--- src/core/rss_defs.vh ---
// Constants for the reset source sequencer.
`ifndef RSS_DEFS_VH
`define RSS_DEFS_VH
// ****************************************
// Register map
// ****************************************
`define RSS_ADDR_STATUS 4'h0
`define RSS_ADDR_OSC 4'h1
`define RSS_ADDR_CTRL 4'h2
`define RSS_ADDR_STATE 4'h3
// ****************************************
// Status bit positions
// ****************************************
`define RSS_BIT_POR 0
`define RSS_BIT_BOR 1
`define RSS_BIT_IDLE 2
`define RSS_BIT_SLEEP 3
`define RSS_BIT_WATCHDOG_TIMEOUT_FLAG 4
`define RSS_BIT_WATCHDOG_SOFT_ENABLE 5
`define RSS_BIT_SWR 6
`define RSS_BIT_PIN_RESET_FLAG 7
`define RSS_BIT_VREGS 8
`define RSS_BIT_IOP 14
`define RSS_BIT_TRAP 15
`define RSS_STATUS_MASK 16'hC1FF
`define RSS_POR_VALUE 16'h0003
// ****************************************
// Timing, 20 MHz core clock
// ****************************************
`define RSS_CLK_MHZ 20
`define RSS_T_POR_US 10
`define RSS_T_STARTUP_REG_US 20
`define RSS_T_POWER_UP_TIMER_MS 64
`define RSS_T_RST_US 20
`define RSS_T_LOCK_US 20
`define RSS_T_CLOCK_FAIL_MONITOR_US 500
`define RSS_CYC_POR (`RSS_T_POR_US * `RSS_CLK_MHZ)
`define RSS_CYC_STARTUP_REG (`RSS_T_STARTUP_REG_US * `RSS_CLK_MHZ)
`define RSS_CYC_POWER_UP_TIMER (`RSS_T_POWER_UP_TIMER_MS * 1000 * `RSS_CLK_MHZ)
`define RSS_CYC_RST (`RSS_T_RST_US * `RSS_CLK_MHZ)
`define RSS_CYC_LOCK (`RSS_T_LOCK_US * `RSS_CLK_MHZ)
`define RSS_CYC_CLOCK_FAIL_MONITOR (`RSS_T_CLOCK_FAIL_MONITOR_US * `RSS_CLK_MHZ)
`define RSS_OST_COUNT 1024
`endif

--- src/core/rss_sync.v ---
// Three-stage input synchroniser with agreement filter.
`timescale 1ns/10ps
`default_nettype none
module rss_sync #(
  parameter WIDTH = 1
) (
  input wire core_clk,
  input wire rst_n,
  input wire [WIDTH-1:0] async_in,
  output reg [WIDTH-1:0] sync_out
);
  reg [WIDTH-1:0] s1_reg;
  reg [WIDTH-1:0] s2_reg;
  reg [WIDTH-1:0] s3_reg;
  always @(posedge core_clk or negedge rst_n)
  begin
    if (!rst_n)
    begin
      s1_reg <= {WIDTH{1'b0}};
      s2_reg <= {WIDTH{1'b0}};
      s3_reg <= {WIDTH{1'b0}};
      sync_out <= {WIDTH{1'b0}};
    end
    else
    begin
      s1_reg <= async_in;
      s2_reg <= s1_reg;
      s3_reg <= s2_reg;
      // A change counts only once stages two and three agree.
      sync_out <= (s2_reg & s3_reg) | (sync_out & (s2_reg | s3_reg));
    end
  end
endmodule
`default_nettype wire

--- src/core/rss_osc_timer.v ---
// Oscillator start-up and PLL lock timer for the clock release.
`timescale 1ns/10ps
`default_nettype none
`include "rss_defs.vh"
module rss_osc_timer #(
  parameter LOCK_CYC = `RSS_CYC_LOCK
) (
  input wire core_clk,
  input wire rst_n,
  input wire start,
  input wire use_crystal,
  input wire use_pll,
  input wire osc_tick,
  output reg clock_ready
);
  reg [9:0] ost_reg;
  reg ost_done_reg;
  reg [15:0] lock_reg;
  reg running_reg;
  always @(posedge core_clk or negedge rst_n)
  begin
    if (!rst_n)
    begin
      ost_reg <= 10'h000;
      ost_done_reg <= 1'b0;
      lock_reg <= 16'h0000;
      running_reg <= 1'b0;
      clock_ready <= 1'b0;
    end
    else if (start)
    begin
      ost_reg <= 10'h000;
      ost_done_reg <= ~use_crystal;
      lock_reg <= 16'h0000;
      running_reg <= 1'b1;
      clock_ready <= 1'b0;
    end
    else if (running_reg)
    begin
      if (!ost_done_reg && osc_tick)
      begin
        // Ten bits wrap after 1024 oscillator periods.
        ost_reg <= ost_reg + 10'h001;
        if (ost_reg == 10'h3FF)
          ost_done_reg <= 1'b1;
      end
      if (ost_done_reg)
      begin
        if (!use_pll || lock_reg == LOCK_CYC[15:0] - 16'h0001)
        begin
          clock_ready <= 1'b1;
          running_reg <= 1'b0;
        end
        else
          lock_reg <= lock_reg + 16'h0001;
      end
    end
  end
endmodule
`default_nettype wire

--- src/core/rss_top.v ---
// Reset source sequencer: source merge, cause flags, release timing.
`timescale 1ns/10ps
`default_nettype none
`include "rss_defs.vh"
// What this block does
// - Any active reset source asserts system reset.
// - Seven sources merged into system reset.
// - Power-on clears flags, sets power-on flag.
// - Software writes flags; never causes reset.
// - Each source sets own flag; pin flag.
// - Trap and illegal-op flags at 15, 14.
// - Watchdog flag cleared by power-save, POR, BOR.
// - Brown-out flag set by BOR or POR.
// - Fuse set means watchdog always enabled.
// - Switching on: POR/BOR fuses, others written OSC value.
// - Switching off: fuses select clock always.
// - Release after power-on and startup delays.
// - POR holds power-on, startup, internal delays.
// - Startup 20 us regulated, else 64 ms.
// - Every reset adds 20 us internal interval.
// - Crystal start-up counts 1024 oscillator periods.
// - PLL lock wait 20 us, after crystal count.
// - Oscillator waits overlap the release delays.
// - No execution until valid clock released.
// - Monitor starts at release; fallback to RC.
// - Crystal or PLL adds monitor start delay.
// - Other registers reset alike for all types; OSC and CTRL writes kept.
module rss_top #(
  parameter POWER_UP_TIMER_CYC = `RSS_CYC_POWER_UP_TIMER,
  parameter CLOCK_FAIL_MONITOR_CYC = `RSS_CYC_CLOCK_FAIL_MONITOR,
  parameter LOCK_CYC = `RSS_CYC_LOCK
) (
  input wire core_clk,
  input wire reset_n,
  input wire por_event,
  input wire brown_out_reset,
  input wire master_clear_pin_n,
  input wire reset_instr,
  input wire watchdog_timeout,
  input wire trap_conflict,
  input wire illegal_op,
  input wire power_save_instr,
  input wire power_save_sleep,
  input wire power_save_idle,
  input wire wake_from_sleep,
  input wire regulator_enable,
  input wire watchdog_fuse_enable,
  input wire clock_switch_enable,
  input wire [2:0] initial_osc_select,
  input wire clock_valid,
  input wire osc_tick,
  input wire [3:0] reg_addr,
  input wire [15:0] reg_wdata,
  input wire reg_write,
  input wire reg_read,
  output reg [15:0] reg_rdata,
  output reg system_reset_out,
  output reg cpu_run,
  output reg watchdog_enable,
  output reg [2:0] current_osc_select,
  output reg clock_fail_monitor,
  output reg switch_to_fast_rc
);
  // ****************************************
  // Reset release and input synchronisation
  // ****************************************
  localparam ST_HOLD = 3'h0;
  localparam ST_POR = 3'h1;
  localparam ST_START = 3'h2;
  localparam ST_RST = 3'h3;
  localparam ST_RUN = 3'h4;
  localparam ST_SLEEP = 3'h5;
  // Delay counts are cut to the counter width on purpose.
  localparam POR_CYC = `RSS_CYC_POR;
  localparam STARTUP_REG_CYC = `RSS_CYC_STARTUP_REG;
  localparam RST_CYC = `RSS_CYC_RST;
  reg rst_a_reg;
  reg rst_n_reg;
  wire [6:0] src_sync;
  wire bor_s;
  wire master_clear_pin_s;
  wire wdt_s;
  wire trap_s;
  wire iop_s;
  wire swr_s;
  wire porsrc_s;
  reg [2:0] state_reg;
  reg [2:0] state_next;
  reg [21:0] cnt_reg;
  reg [21:0] cnt_next;
  reg [15:0] status_reg;
  reg [2:0] osc_ctl_reg;
  reg [1:0] osc_mode_reg;
  reg [21:0] clock_fail_monitor_cnt_reg;
  reg clock_fail_monitor_wait_reg;
  reg por_seen_reg;
  reg bor_seen_reg;
  reg wake_reg;
  reg osc_start_reg;
  wire clock_ready;
  wire any_src;
  wire waking;
  wire [21:0] startup_cyc;
  always @(posedge core_clk or negedge reset_n)
  begin
    if (!reset_n)
    begin
      rst_a_reg <= 1'b0;
      rst_n_reg <= 1'b0;
    end
    else
    begin
      rst_a_reg <= 1'b1;
      rst_n_reg <= rst_a_reg;
    end
  end
  // Pin-level sources come from outside this clock domain.
  rss_sync #(
    .WIDTH(7)
  ) u_sync (
    .core_clk(core_clk),
    .rst_n(rst_n_reg),
    .async_in({por_event, brown_out_reset, ~master_clear_pin_n, watchdog_timeout,
      trap_conflict, illegal_op, reset_instr}),
    .sync_out(src_sync)
  );
  assign porsrc_s = src_sync[6];
  assign bor_s = src_sync[5];
  assign master_clear_pin_s = src_sync[4];
  assign wdt_s = src_sync[3];
  assign trap_s = src_sync[2];
  assign iop_s = src_sync[1];
  assign swr_s = src_sync[0];
  assign any_src = |src_sync;
  assign startup_cyc = regulator_enable ? STARTUP_REG_CYC[21:0] : POWER_UP_TIMER_CYC[21:0];
  // With the regulator on, a wake from sleep pays the startup delay without asserting system reset.
  assign waking = state_next == ST_START && (state_reg == ST_SLEEP || wake_reg);
  // ****************************************
  // Release sequencer
  // ****************************************
  always @*
  begin
    state_next = state_reg;
    cnt_next = cnt_reg + 22'd1;
    case (state_reg)
      ST_HOLD:
      begin
        cnt_next = 22'd0;
        if (!any_src)
        begin
          if (por_seen_reg)
            state_next = ST_POR;
          else if (bor_seen_reg)
            state_next = ST_START;
          else
            state_next = ST_RST;
        end
      end
      ST_POR:
      begin
        if (cnt_reg == POR_CYC[21:0] - 22'd1)
        begin
          state_next = ST_START;
          cnt_next = 22'd0;
        end
      end
      ST_START:
      begin
        if (cnt_reg == startup_cyc - 22'd1)
        begin
          state_next = wake_reg ? ST_RUN : ST_RST;
          cnt_next = 22'd0;
        end
      end
      ST_RST:
      begin
        if (cnt_reg == RST_CYC[21:0] - 22'd1)
          state_next = ST_RUN;
      end
      ST_RUN:
      begin
        cnt_next = 22'd0;
        if (power_save_instr && power_save_sleep)
          state_next = ST_SLEEP;
      end
      ST_SLEEP:
      begin
        cnt_next = 22'd0;
        // Waking with the regulator on pays the startup delay again.
        if (wake_from_sleep)
          state_next = regulator_enable ? ST_START : ST_RUN;
      end
      default:
      begin
        state_next = ST_HOLD;
        cnt_next = 22'd0;
      end
    endcase
    if (any_src)
    begin
      state_next = ST_HOLD;
      cnt_next = 22'd0;
    end
  end
  always @(posedge core_clk or negedge rst_n_reg)
  begin
    if (!rst_n_reg)
    begin
      state_reg <= ST_HOLD;
      cnt_reg <= 22'd0;
      por_seen_reg <= 1'b1;
      bor_seen_reg <= 1'b0;
      wake_reg <= 1'b0;
      osc_start_reg <= 1'b0;
      system_reset_out <= 1'b1;
      cpu_run <= 1'b0;
    end
    else
    begin
      state_reg <= state_next;
      cnt_reg <= cnt_next;
      if (porsrc_s)
        por_seen_reg <= 1'b1;
      else if (state_reg == ST_POR)
        por_seen_reg <= 1'b0;
      if (bor_s)
        bor_seen_reg <= 1'b1;
      else if (state_reg == ST_START)
        bor_seen_reg <= 1'b0;
      wake_reg <= waking;
      // Oscillator waits start with the reset, in parallel with release delays.
      osc_start_reg <= any_src && state_reg != ST_HOLD;
      system_reset_out <= ~(state_next == ST_RUN || state_next == ST_SLEEP || waking);
      cpu_run <= state_next == ST_RUN && clock_ready;
    end
  end
  rss_osc_timer #(
    .LOCK_CYC(LOCK_CYC)
  ) u_osc (
    .core_clk(core_clk),
    .rst_n(rst_n_reg),
    .start(osc_start_reg || (state_reg == ST_HOLD && !any_src)),
    .use_crystal(osc_mode_reg[0]),
    .use_pll(osc_mode_reg[1]),
    .osc_tick(osc_tick),
    .clock_ready(clock_ready)
  );
  // ****************************************
  // Cause flags, clock selection, monitor
  // ****************************************
  always @(posedge core_clk or negedge rst_n_reg)
  begin
    if (!rst_n_reg)
    begin
      status_reg <= `RSS_POR_VALUE;
      osc_ctl_reg <= 3'h0;
      osc_mode_reg <= 2'h0;
      current_osc_select <= 3'h0;
      watchdog_enable <= 1'b0;
      reg_rdata <= 16'h0000;
      clock_fail_monitor_cnt_reg <= 22'd0;
      clock_fail_monitor_wait_reg <= 1'b0;
      clock_fail_monitor <= 1'b0;
      switch_to_fast_rc <= 1'b0;
    end
    else
    begin
      if (reg_write && reg_addr == `RSS_ADDR_STATUS)
        status_reg <= reg_wdata & `RSS_STATUS_MASK;
      if (reg_write && reg_addr == `RSS_ADDR_OSC)
        osc_ctl_reg <= reg_wdata[14:12];
      if (reg_write && reg_addr == `RSS_ADDR_CTRL)
        osc_mode_reg <= reg_wdata[1:0];
      if (power_save_instr)
      begin
        status_reg[`RSS_BIT_WATCHDOG_TIMEOUT_FLAG] <= 1'b0;
        status_reg[`RSS_BIT_SLEEP] <= power_save_sleep | status_reg[`RSS_BIT_SLEEP];
        status_reg[`RSS_BIT_IDLE] <= power_save_idle | status_reg[`RSS_BIT_IDLE];
      end
      // Hardware events come last so a set wins over a software clear.
      if (bor_s)
      begin
        status_reg[`RSS_BIT_TRAP] <= 1'b0;
        status_reg[`RSS_BIT_IOP] <= 1'b0;
        status_reg[`RSS_BIT_SWR] <= 1'b0;
        status_reg[`RSS_BIT_WATCHDOG_TIMEOUT_FLAG] <= 1'b0;
        status_reg[`RSS_BIT_SLEEP] <= 1'b0;
        status_reg[`RSS_BIT_IDLE] <= 1'b0;
        status_reg[`RSS_BIT_BOR] <= 1'b1;
      end
      if (master_clear_pin_s)
        status_reg[`RSS_BIT_PIN_RESET_FLAG] <= 1'b1;
      if (swr_s)
        status_reg[`RSS_BIT_SWR] <= 1'b1;
      if (wdt_s)
        status_reg[`RSS_BIT_WATCHDOG_TIMEOUT_FLAG] <= 1'b1;
      if (trap_s)
        status_reg[`RSS_BIT_TRAP] <= 1'b1;
      if (iop_s)
        status_reg[`RSS_BIT_IOP] <= 1'b1;
      if (porsrc_s)
        status_reg <= `RSS_POR_VALUE;
      watchdog_enable <= watchdog_fuse_enable | status_reg[`RSS_BIT_WATCHDOG_SOFT_ENABLE];
      if (state_reg == ST_HOLD && !any_src)
      begin
        if (!clock_switch_enable || por_seen_reg || bor_seen_reg)
          current_osc_select <= initial_osc_select;
        else
          current_osc_select <= osc_ctl_reg;
      end
      reg_rdata <= 16'h0000;
      if (reg_read)
      begin
        case (reg_addr)
          `RSS_ADDR_STATUS: reg_rdata <= status_reg;
          `RSS_ADDR_OSC: reg_rdata <= {1'b0, current_osc_select, 12'h000};
          `RSS_ADDR_CTRL: reg_rdata <= {14'h0000, osc_mode_reg};
          `RSS_ADDR_STATE: reg_rdata <= {11'h000, clock_ready, cpu_run, state_reg};
          default: reg_rdata <= 16'h0000;
        endcase
      end
      // Crystal and PLL sources get extra settling time before monitoring.
      if (system_reset_out)
      begin
        clock_fail_monitor_cnt_reg <= 22'd0;
        clock_fail_monitor_wait_reg <= |osc_mode_reg;
        clock_fail_monitor <= 1'b0;
      end
      else if (clock_fail_monitor_wait_reg)
      begin
        clock_fail_monitor_cnt_reg <= clock_fail_monitor_cnt_reg + 22'd1;
        if (clock_fail_monitor_cnt_reg == CLOCK_FAIL_MONITOR_CYC[21:0] - 22'd1)
          clock_fail_monitor_wait_reg <= 1'b0;
      end
      else
        clock_fail_monitor <= 1'b1;
      if (system_reset_out)
        switch_to_fast_rc <= 1'b0;
      else if (clock_fail_monitor && !clock_valid)
        switch_to_fast_rc <= 1'b1;
    end
  end
endmodule
`default_nettype wire

--- config.mk ---
export PLATFORM = sky130hd
export DESIGN_NAME = rss_top
export DESIGN_NICKNAME = d
export VERILOG_FILES = /design/src/core/rss_sync.v /design/src/core/rss_osc_timer.v /design/src/core/rss_top.v
export VERILOG_INCLUDE_DIRS = /design/src /design/src/core
export SDC_FILE = /design/constraint.sdc
export NUM_CORES = 1
export LEC_CHECK = 0
export ABC_AREA = 1
export BUFFER_PORTS_ARGS = -buffer_cell sky130_fd_sc_hd__clkbuf_2
export CAP_MARGIN = 40
export CORE_ASPECT_RATIO = 0.75
export CORE_MARGIN = 5
export CORE_UTILIZATION = 54
export CTS_CLUSTER_DIAMETER = 60
export DETAILED_ROUTE_END_ITERATION = 8
export PLACE_DENSITY = 0.76
export SETUP_SLACK_MARGIN = 0.15
export SYNTH_ARGS = -nofsm -noshare
export SYNTH_HDL_FRONTEND = slang
export SYNTH_SLANG_ARGS = --single-unit
--- constraint.sdc ---
create_clock -name core_clk -period 4.7 [get_ports core_clk]
set_clock_uncertainty 0.05 [all_clocks]
set_input_delay 0.94 -clock core_clk [delete_from_list [all_inputs] [get_ports core_clk]]
set_output_delay 0.94 -clock core_clk [all_outputs]
set_load 0.03 [all_outputs]
==> results.txt, run 1 <==
* Result of the run: finished, final reports clean
- Final RePlAce weighted congestion: between 0.9 and 1
- The initial antenna violation count came to 0.
* Yosys warning total: 0
* Total number of placement rows: 36
- Total setup buffers inserted after CTS: 0
* Leakage power: about 3.9 nW
* Dominant cell type by area after synthesis: sky130_fd_sc_hd__dfrtp_1
- Most area-consuming cells after synthesis: sky130_fd_sc_hd__dfrtp_1, sky130_fd_sc_hd__nand2_1, sky130_fd_sc_hd__inv_1
* Number of enable-type register cells in the synthesized netlist: 0
- Most common cell in the netlist: sky130_fd_sc_hd__nand2_1
* First-pass GRT wire length: around 26000 um
* Clock transition at path regs: ~0.07 ns
- The number of global-route vias before repair is between 5000 and 6000.
* Slew @ Worst Pin: between 0.7 and 0.8 ns
- In this run the number of H-tree levels came out at 4.
* Initial detailed-routing violation count: 280
- The repair_antennas step left the layout with diodes totalling 0.
- In this run the deepest clock path goes through 2 buffers.
* Vertical die dimension: 109.9 um
* Maxcap violations: 0
- In the synthesized netlist the dominant register cell turns out to be sky130_fd_sc_hd__dfrtp_1.
- Maximum fanout along the worst path: 21
- Input and output buffers added on the ports amount to 60.
- In the final layout, the multi-input gates occupy about 2900 sq um.
* Final critical-path required period: 2.275 ns
* Final setup violating endpoints: 0
- STA puts the critical path data required time at just under 5 ns.
* Peak supply drop: 323.1 uV
* Initial Utilization: between 50% and 60%
- For this design the ratio of total power to cell area is about 360 nW/um^2.
- STA classifies the critical path endpoint as a register.
- Global routing used a little over a fifth of the available tracks.
* Final Total Pwr: 2.977 mW
* Cells resized by post-CTS repair: 0
- Ranked by instance count, the synthesized netlist is headed by sky130_fd_sc_hd__nand2_1, sky130_fd_sc_hd__dfrtp_1, sky130_fd_sc_hd__inv_1.
- For this run, design rule violations remaining after detail routing come to 0.
- For this run the aggregate overflow at the end of global routing stands at 0.
- Fin. Hold Viols: 0
- The worst hold path belongs to the class reg2async.
* Number of filler cells placed in the layout: roughly 1100
- Proportion of netlist area held by the largest area contributor: approximately half
- By startpoint and endpoint, the worst setup path is classified as reg2reg.
- Post-route ant nets: 0
- Max Freq: 439.5 MHz
- Part of the Yosys area used for sequential elements: 51.65%
- Slew Limit Fails: 0
- For this run, the detailed router's first-pass iteration total came to 5.
- Pin count of the biggest net entering global routing: between 70 and 80
* Average size of a mapped cell: between 8 and 9 sq um
- Detailed routing inserted a total of around 5700 vias.
- TritonCTS clock tree: yes
- Of the available clock period, the critical path in the final layout requires 48.41%.
* Number of vias per cell: about 5.2
* Cts-stage hold buffer count: 0
* Wire length reported by the detailed router: 15140 um
* Max-slew headroom at the worst pin: about half
- At the end of the flow, the number of nets in the layout was 951.
* Standard cell core area: ~13000 sq um
- Count of mapped cells out of synthesis: approximately 840
- In the final layout, the share of cells above drive strength 1 is approximately 16%.
- For this design the top-level I/O count stands at 67.
- Setup repair after global routing left no endpoint under its margin.
* Root Buffer: sky130_fd_sc_hd__clkbuf_16
* Worst setup slack after layout: between 2 and 2.5 ns
- Async set-reset flop share out of synthesis: 100.0%
- R2R Setup Slk: about 2.4 ns
* # clock sinks: approximately 150
- Synth unique cells: 51
- For the final routed database, the setup TNS stands at 0 ns.
- CTS Buf Count: 17
- The die covers ~16000 sq um.
- Summing every instance area after synthesis gives between 7000 and 8000 sq um.
- Worst hold slack: 0.1524 ns
- Startpoint class of the critical path: register
- At the placement stage, the worst setup path has a slack of ~2.1 ns.
- After synthesis the netlist holds a flip-flop and latch count of between 100 and 150.
- Registers take 3712 sq um.
* Arrival time at the worst endpoint: 2.53 ns
- Die extent in x: 143.2 um
- In the final routed layout, each cell accounts on average for between 10 and 15 um.
* Growth of design area from synthesis to finish: 14.57%
* Half-perimeter wire length of the detailed placement result: 10760 um
* Worst-Skew Late Latency: approximately 0.42 ns
## cell type report
| type | count | area share [%] |
|---|---|---|
| Tap cell | 171 | 2.601 |
| Timing Repair Buffer | 62 | 4.228 |
| Sequential cell | 148 | 45.13 |
| Clock buffer | 17 | 5.171 |
| Multi-Input combinational cell | 560 | 35.30 |
| Clock inverter | 15 | 2.281 |
| Inverter | 115 | 5.293 |
## where the power goes
group | switching (mW) | internal (mW)
Clock | 0.634 | 0.723
Combinational | 0.141 | 0.0742
Sequential | 0.0596 | 1.35
Total | 0.835 | 2.14
## worst max-delay path, stage by stage (launching register included)
cell	delay [ns]
sky130_fd_sc_hd__dfrtp_1	0.36
sky130_fd_sc_hd__ha_1	0.21
sky130_fd_sc_hd__nand3_2	0.15
sky130_fd_sc_hd__nor3_1	0.23
sky130_fd_sc_hd__nand3_1	0.13
sky130_fd_sc_hd__nand2_1	0.11
sky130_fd_sc_hd__nand2_1	0.06
sky130_fd_sc_hd__nand2_1	0.56
sky130_fd_sc_hd__inv_1	0.12
sky130_fd_sc_hd__o21ai_0	0.12
sky130_fd_sc_hd__a21oi_1	0.06
## stage by stage
step                cells  utilization, %  area, sq um
finish               1088           63.20         8227
floorplan             840               -         7188
CTS                  1088           63.20         8227
global route         1088           63.20         8227
global placement     1055           58.28         7586
detailed placement   1056           58.49         7614
## routing by layer
layer	wire length, um	track usage (%)
met5	0	0
met2	6932	33.01
met1	7426	29.36
met3	600	4.478
met4	181	5.631
## kinds of logic (layout without fill, tap and decap cells)
group	Yosys count	count (layout)	share of synthesized area, %
other cells	2	4	0.1046
compound gates	110	110	8.852
xor+xnor	19	19	2.317
fa+ha+maj	11	11	1.673
buf+inv	132	209	8.015
mux	2	2	0.3136
flops	148	148	51.65
simple gates	414	414	27.08
## cells in the final DEF, fill, tap and decap left out, types with 5 or more instances in the layout
| cell | Yosys | layout |
|---|---|---|
| sky130_fd_sc_hd__nand2_1 | 172 | 172 |
| sky130_fd_sc_hd__dfrtp_1 | 144 | 143 |
| sky130_fd_sc_hd__inv_1 | 110 | 110 |
| sky130_fd_sc_hd__nor2_1 | 101 | 101 |
| sky130_fd_sc_hd__clkbuf_2 | 0 | 60 |
| sky130_fd_sc_hd__nand3_1 | 45 | 45 |
| sky130_fd_sc_hd__a21oi_1 | 36 | 36 |
| sky130_fd_sc_hd__o21ai_0 | 33 | 33 |
| sky130_fd_sc_hd__nor3_1 | 32 | 32 |
| sky130_fd_sc_hd__clkbuf_16 | 0 | 17 |
| sky130_fd_sc_hd__xor2_1 | 16 | 16 |
| sky130_fd_sc_hd__nand4_1 | 14 | 14 |
| sky130_fd_sc_hd__nor2_2 | 9 | 9 |
| sky130_fd_sc_hd__o21ai_1 | 9 | 9 |
| sky130_fd_sc_hd__o211ai_1 | 8 | 8 |
| sky130_fd_sc_hd__maj3_1 | 7 | 7 |
| sky130_fd_sc_hd__nor4_1 | 7 | 7 |
| sky130_fd_sc_hd__nor2_4 | 6 | 6 |
| sky130_fd_sc_hd__clkinv_8 | 0 | 6 |
| sky130_fd_sc_hd__a31oi_1 | 5 | 5 |
| sky130_fd_sc_hd__inv_8 | 0 | 5 |
## worst paths after layout
kind,startpoint,to,cells after the start
min reg2reg,rst_n_reg,cnt_reg[18],0
min in group core_clk,u_sync.s1_reg[5],u_sync.s2_reg[5],0
max in group asynchronous,rst_n_reg,system_reset_out,2
min,rst_n_reg,cnt_reg[18],0
max,cnt_reg[0],cnt_reg[17],10
max reg2reg,cnt_reg[0],cnt_reg[17],10
Power figures use the tool's default switching activity.
==> run 2: changes to the inputs <==
--- a/config.mk
+++ b/config.mk
@@ -11,10 +11,10 @@
 export CAP_MARGIN = 40
 export CORE_ASPECT_RATIO = 0.75
 export CORE_MARGIN = 5
-export CORE_UTILIZATION = 54
+export CORE_UTILIZATION = 59
 export CTS_CLUSTER_DIAMETER = 60
 export DETAILED_ROUTE_END_ITERATION = 8
-export PLACE_DENSITY = 0.76
+export PLACE_DENSITY = 0.79
 export SETUP_SLACK_MARGIN = 0.15
 export SYNTH_ARGS = -nofsm -noshare
 export SYNTH_HDL_FRONTEND = slang
==> constraint.sdc (replaced) <==
create_clock -name core_clk -period 2.2 [get_ports core_clk]
set_clock_uncertainty 0.05 [all_clocks]
set_input_delay 0.44 -clock core_clk [delete_from_list [all_inputs] [get_ports core_clk]]
set_output_delay 0.44 -clock core_clk [all_outputs]
set_load 0.03 [all_outputs]
==> run 2 against run 1 <==
  * Setup slack worse by 2.1 ns
  * Global-route usage up 2.2 points
  * Hold slack worse by 0.085 ns
  * Sequential power up 110%
  * Final area up 1.8%
  * Non-clock buffer count up 15
  * Clock power up 120%
==> results.txt, run 2 (synthesized netlist as in run 1, its figures left out) <==
- Cell depth of the worst hold path: 1
- Global routing used a little under a quarter of the available tracks across all layers.
* Total vias in the final route: 5865
* Slew @ Worst Pin: roughly 0.64 ns
- Registers take 3715 sq um.
* Pin count of the biggest net entering global routing: 81
* DRC viols: 0
* Utilization after layout: slightly above 70%
* Number of filler cells placed in the layout: 941
- Growth of design area from synthesis to finish: 16.59%
- The initial antenna violation count is 0.
- Setup repair after global routing could not meet its margin everywhere.
* Half-perimeter wire length of the detailed placement result: approximately 11000 um
* Net count of the finished layout: 966
* Share of cells above drive strength 1: 17.92%
* Fin. Hold Viols: 0
* Num ports: between 60 and 70
- Total number of placement rows: 34
- In this run the number of H-tree levels came out at 4.
- Most frequent standard cell in the layout excluding fill and tap cells: sky130_fd_sc_hd__nand2_1
- Startpoint-to-endpoint class of the critical path: reg2reg
- Worst-Skew Late Latency: approximately 0.42 ns
* Initial detailed-routing violation count: 455
- Wire length reported by the detailed router: about 16000 um
- Leaving out fill and tap cells, the most frequent cells in the layout are sky130_fd_sc_hd__nand2_1, sky130_fd_sc_hd__dfrtp_1, sky130_fd_sc_hd__inv_1, sky130_fd_sc_hd__nor2_1, sky130_fd_sc_hd__clkbuf_2.
- Using the TritonRoute via totals, the vias-per-cell ratio works out to about 5.4.
* Crit-path most repeated cell: sky130_fd_sc_hd__nand2_1
* Detailed-routing iteration count for the pre-antenna-repair pass: 6
- CP max stage delay: about 0.38 ns
- The first global-routing pass estimated around 27000 um of wire.
- No sink is reached through more buffers than the 2 on the longest clock path.
- At the end of routability-driven placement, the weighted congestion stood at approximately 0.88.
- CTS Buf Count: 17
- For this design the ratio of total power to cell area is just under 800 nW/um^2.
- Sum of negative setup slack: 0 ns
- The worst path uses approximately 87% of the clock period.
- The worst hold path terminates at u_sync.s1_reg[0].
- For this run, the top clock speed supported by timing is between 500 and 600 MHz.
- R2R Setup Slk: slightly below 0.3 ns
* Vertical die dimension: 105.5 um
- Final critical-path required period: between 1.5 and 2 ns
* Clock transition at path regs: about 0.070 ns
- Crit. End Element: register
* Data required, critical path: about 2.5 ns
- Standard cell core area: 11740 sq um
- The number of cells on the worst reg-to-reg path is 13.
* Final setup violating endpoints: 0
- The endpoint identified for the worst register-to-register timing path is cnt_reg[20].
- The floorplan step defined a die boundary enclosing 14500 sq um.
- Slew Limit Fails: 0
- Cells along the critical path: ha_2 -> nand2_1 -> nor2_1 -> nand2_1 -> nor2_2 -> a21oi_1 -> nor2_1 -> nand2_1 -> nand2_1 -> buf_4 -> a21oi_1 -> nand2_1 -> inv_1
* CP Buf/Inv Count: 2
- TritonCTS clock tree: yes
- The min-delay analysis places its worst path in the category in2reg.
* Multi-input combinational cell area: about 3000 sq um
- Max-slew headroom at the worst pin: a little under three fifths
* # clock sinks: roughly 150
* Via count of the first global-routing pass: roughly 5600
- Initial Utilization: 61.16%
* Root Buffer: sky130_fd_sc_hd__clkbuf_16
- The startpoint identified for the worst register-to-register timing path is cnt_reg[0].
- Max-cap violations in this run came to 0.
- The analysis attributes to cell leakage a power of 3.925 nW.
* Maximum fanout along the worst path: 8
- The repair_antennas step left the layout with diodes totalling 0.
* Die extent in x: roughly 140 um
- Total overflow reported by the global router: 0
- Routed wirelength normalized by instance count: between 10 and 15 um
* Post-route ant nets: 0
- The worst setup path is launched from a register.
- The worst-case IR drop observed on VDD is around 580 uV.
- Arrival time at the worst endpoint: 2.17 ns
- The startpoint identified for the worst hold timing path is reset_instr.
- Slowest cell on crit path: sky130_fd_sc_hd__dfrtp_1
- Result of the run: finished, final reports clean
* Family with the most delay on the worst path: simple AND/OR/NAND/NOR gates
* I/O Buffers: 60
[run 2: changes by cell type in the layout (fill, tap and decap cells not counted), sizes merged]
| cell | previous run | this run |
|---|---|---|
| clkinv | 9 | 5 |
| buf | 2 | 16 |
| dlygate4sd3 | 0 | 1 |
| bufinv | 0 | 1 |
| inv | 120 | 123 |
[run 2: what timing repair did]
item                                   CTS  global route
buffers inserted                         0             5
setup endpoints to repair                0            33
resized for setup                        0            14
endpoints found under the hold margin    2             0
hold buffers                             1             0
[run 2: layout make-up]
cell class / instances / area share [%]
repair buffers: 77 / 5.440
flip-flops and latches: 148 / 44.37
clock inverters: 15 / 2.167
well taps: 162 / 2.421
inverters: 115 / 5.261
multi-input cells: 560 / 35.26
clock buffers: 17 / 5.081
[run 2: report_power, final]
| group | leakage, nW | internal [mW] | switching [mW] |
|---|---|---|---|
| registers | 1.94 | 2.88 | 0.127 |
| clock network | 0.294 | 1.63 | 1.31 |
| logic | 1.70 | 0.174 | 0.329 |
| total | 3.92 | 4.68 | 1.77 |
[run 2: worst register-to-register path, cell delays in order, from the launching register on]
cell and delay (ns):
sky130_fd_sc_hd__dfrtp_1 0.38, sky130_fd_sc_hd__ha_2 0.23, sky130_fd_sc_hd__nand2_1 0.09, sky130_fd_sc_hd__nor2_1 0.12, sky130_fd_sc_hd__nand2_1 0.07, sky130_fd_sc_hd__nor2_2 0.14
sky130_fd_sc_hd__a21oi_1 0.11, sky130_fd_sc_hd__nor2_1 0.09, sky130_fd_sc_hd__nand2_1 0.05, sky130_fd_sc_hd__nand2_1 0.13, sky130_fd_sc_hd__buf_4 0.19, sky130_fd_sc_hd__a21oi_1 0.05
sky130_fd_sc_hd__nand2_1 0.06, sky130_fd_sc_hd__inv_1 0.04
[run 2: per-layer routing]
metal  global-route usage (%)  part of all wire [%]
met3                    5.333                   5.7
met4                    8.689                   2.6
met1                    32.69                    46
met5                        0                     0
met2                    34.71                    46
[run 2: how the worst max path moves through the flow]
| stage | startpoint | to | depth (start not counted) |
|---|---|---|---|
| finish | cnt_reg[0] | cnt_reg[20] | 13 |
| global route | cnt_reg[0] | cnt_reg[20] | 13 |
| CTS | cnt_reg[0] | cnt_reg[20] | 12 |
| detailed placement | cnt_reg[0] | cnt_reg[20] | 12 |
| global placement | cnt_reg[0] | cnt_reg[20] | 12 |
| floorplan | cnt_reg[0] | cnt_reg[20] | 12 |
[run 2: per-stage QoR]
| stage | hold WS [ns] | std cells | total power, mW | area (sq um) | worst slack (ns) |
|---|---|---|---|---|---|
| after global placement | 0.1387 | 1056 | 3.508 | 7662 | 0.2559 |
| final | 0.06724 | 1094 | 6.446 | 8372 | 0.2914 |
| after CTS | 0.05571 | 1089 | 6.472 | 8279 | 0.1956 |
| after floorplan | 0.09441 | 840 | 3.344 | 7192 | 0.4660 |
| after global routing | 0.04543 | 1094 | 6.696 | 8372 | 0.1094 |
| after detailed placement | 0.1366 | 1056 | 3.534 | 7662 | 0.2304 |
==> run 3: changes to the inputs <==
--- a/config.mk
+++ b/config.mk
@@ -10,11 +10,11 @@
 export BUFFER_PORTS_ARGS = -buffer_cell sky130_fd_sc_hd__clkbuf_2
 export CAP_MARGIN = 40
 export CORE_ASPECT_RATIO = 0.75
-export CORE_MARGIN = 5
 export CORE_UTILIZATION = 59
 export CTS_CLUSTER_DIAMETER = 60
 export DETAILED_ROUTE_END_ITERATION = 8
-export PLACE_DENSITY = 0.79
+export HOLD_SLACK_MARGIN = 0.12
+export PLACE_DENSITY = 0.83
 export SETUP_SLACK_MARGIN = 0.15
 export SYNTH_ARGS = -nofsm -noshare
 export SYNTH_HDL_FRONTEND = slang
==> run 3 against run 2 <==
  * Clock power about the same
  * Non-clock buffer count rose by 7
  * First-iteration DRC count is 14% lower
  * Largest power group unchanged
  * Setup slack worse by 0.055 ns
  * Final area up 1.0%
  * Utilization grew 0.74 points
  * Global-route usage increased by 4.1 points
==> results.txt, run 3 (synthesized netlist as in run 1, its figures left out) <==
- The wire-length estimate of the detail-placed layout is between 10000 and 15000 um.
- Num ports: 67
- Initial detailed-routing violation count: around 390
- The count of endpoints failing hold in the final timing report came to 0.
* Clock transition at path regs: approximately 0.070 ns
* Data required, critical path: roughly 2.5 ns
- Walking the worst path, the cells encountered are nor2_4 -> nand4_4 -> nor2_8 -> nor2_4 -> buf_4 -> nand2_4 -> nand2_4 -> buf_4 -> nand2_1 -> o21ai_1.
- Of all nets on the critical path, the largest fanout is 13.
* Peak supply drop: a little over 600 uV
* First-pass GRT wire length: ~26000 um
- The worst path uses between 80% and 90% of the clock period.
- Of the total power, registers draw ~47%.
- During placement, the flow inserted port buffers numbering 60.
- Cell total after placement: 1058
- Result of the run: finished, final reports clean
- The critical path is of the reg2reg type.
- Headroom to the max-slew limit came out at 63.52%.
- Total number of placement rows: 34
* Number of vias per cell: about 5.4
- Root Buffer: sky130_fd_sc_hd__clkbuf_16
- The H-tree was split into 4 levels.
- Pin count of the biggest net entering global routing: 52
* Final RePlAce weighted congestion: about 0.90
* Utilization after layout: between 70% and 80%
- After the last flow step, the layout net total stands at about 970.
- Most frequent standard cell in the layout excluding fill and tap cells: sky130_fd_sc_hd__nand2_1
- Routed wirelength normalized by instance count: approximately 14 um
- Arrival time at the worst endpoint: approximately 2.2 ns
* Slowest cell on crit path: sky130_fd_sc_hd__dfrtp_1
- The detail route stage leaves a number of antenna-violating nets equal to 0.
* Non-filler instance count after layout: roughly 1100
- HP Class: in2reg
* CP max stage delay: about 0.45 ns
- Dividing total power by cell area gives a power density of approximately 760 nW/um^2.
* DRC viols: 0
- For the worst-skew pair, the clock arrives at the later sink with an insertion delay of ~0.43 ns.
- Initial Utilization: between 60% and 70%
* Internal: around 4.6 mW
- Initial antenna violation count: 0
- The die is approximately 130 um wide.
- Die Outline Area: roughly 13000 sq um
* Standard cell core area: 11740 sq um
- Clock tree synthesis inserted a total of 17 buffers.
* Most utilized layer in the global route result: met2
- Measured along the y axis, the die boundary spans 97.54 um.
* Detailed-routing iteration count for the pre-antenna-repair pass: 5
* Net switching fraction of the power: ~28%
- Setup violations remaining at the end of the flow were counted as 0.
- Share of cells above drive strength 1: between 10% and 20%
- Leakage power: 3.970 nW
- Maxcap violations: 0
* Total vias in the final route: between 5000 and 6000
- Max Freq: between 500 and 600 MHz
* Deepest clock path buffer count: 2
- For met1 alone, demand over resource in global routing was 37.40%.
* Worst setup slack after layout: about 0.24 ns
- # clock sinks: approximately 150
* Leading cell types in the layout, fill and taps excluded: sky130_fd_sc_hd__nand2_1, sky130_fd_sc_hd__dfrtp_1, sky130_fd_sc_hd__inv_1, sky130_fd_sc_hd__nor2_1, sky130_fd_sc_hd__clkbuf_2
- Of the total power, the clock network draws approximately 46%.
- 0 antenna diodes ended up in the layout.
- Crit. End Element: register
* Slew Limit Fails: 0
- For this run the aggregate overflow at the end of global routing stands at 0.
* Startpoint class of the critical path: register
- In this run the power spent charging and discharging nets is 1.827 mW.
- Final critical-path required period: 1.963 ns
* GRT Util Overall: between 20% and 30%
- At the pin with the least slew margin, the transition time is about 0.55 ns.
- The number of global-route vias before repair is 5612.
* Post-Place Setup Slack: 0.1733 ns
- M3 GR Usage: roughly 7.4%
- Growth of design area from synthesis to finish: 17.79%
* Sum of negative setup slack: 0 ns
- TritonCTS built the clock tree.
* Setup repair after global routing missed its margin: true
- The routed design has 15660 um of wire.
* Met2 demand-to-capacity share in global routing: 41.40%
- Logic pwr share: 7.4%
run 3: changes by cell type in the layout (fill, tap and decap cells not counted), moves of 2 or more:
cell                            previous run  this run
sky130_fd_sc_hd__dlygate4sd3_1             1         8
sky130_fd_sc_hd__clkinv_8                  3         8
sky130_fd_sc_hd__inv_6                     6         3
sky130_fd_sc_hd__ha_2                      2         0
sky130_fd_sc_hd__inv_8                     4         2
run 3: critical path: cells and delay by family (launching register included):
kind	cells	cell delay, ns
AND/OR/NAND/NOR	7	0.94
buffers and inverters	2	0.34
flip-flops	1	0.45
AO/OA/AOI/OAI	1	0.05
run 3: routing by layer:
metal,wire length (um),vias to the layer above
li1,-,2897
met1,7191,2790
met2,7137,185
met3,1000,32
met4,333,0
met5,0,-
run 3: per-stage QoR:
step / instance area [sq um] / total power, mW / hold slack, ns
final: 8458 / 6.433 / 0.1535
after global routing: 8458 / 6.688 / 0.1420
after CTS: 8379 / 6.473 / 0.1412
after detailed placement: 7665 / 3.512 / 0.1790
after global placement: 7665 / 3.497 / 0.1775
after floorplan: 7192 / 3.344 / 0.09441
run 3: repair_timing:
item / CTS / global route
endpoints found under the hold margin: 9 / 0
gates resized for setup: 1 / 13
setup buffers: 0 / 3
pin swaps: 0 / 3
hold buffers: 8 / 0
endpoints found under the setup margin: 1 / 29
run 3: power groups by stage:
stage          Combinational [mW]  Sequential (mW)  Clock (mW)
6_report                    0.479             3.01        2.95
5_1_grt                     0.543             3.03        3.12
4_1_cts                     0.479             3.00        2.99
3_5_place_dp                0.461             3.05           0
3_3_place_gp                0.447             3.05           0
2_1_floorplan               0.254             3.09           0
run 3: worst paths after layout:
| path | depth (start not counted) | from | slack (ns) | to |
|---|---|---|---|---|
| setup / recovery | 10 | u_sync.sync_out[5] | 0.24 | u_osc.lock_reg[2] |
| hold / removal | 3 | reg_wdata[0] | 0.15 | status_reg[0] |
| setup reg to reg | 10 | u_sync.sync_out[5] | 0.24 | u_osc.lock_reg[2] |
| hold reg to reg | 0 | rst_n_reg | 0.25 | current_osc_select[2] |
| max in group asynchronous | 1 | rst_n_reg | 1.08 | status_reg[0] |
| min in group asynchronous | 0 | rst_n_reg | 0.25 | current_osc_select[2] |
run 3: area by class of cell:
type                            count  area [sq um]
Multi-Input combinational cell    560          2963
Inverter                          115         435.4
Clock buffer                       17         425.4
Clock inverter                     15         203.9
Sequential cell                   148          3715
Fill cell                         889          3283
Timing Repair Buffer               84         513.0
Tap cell                          162         202.7
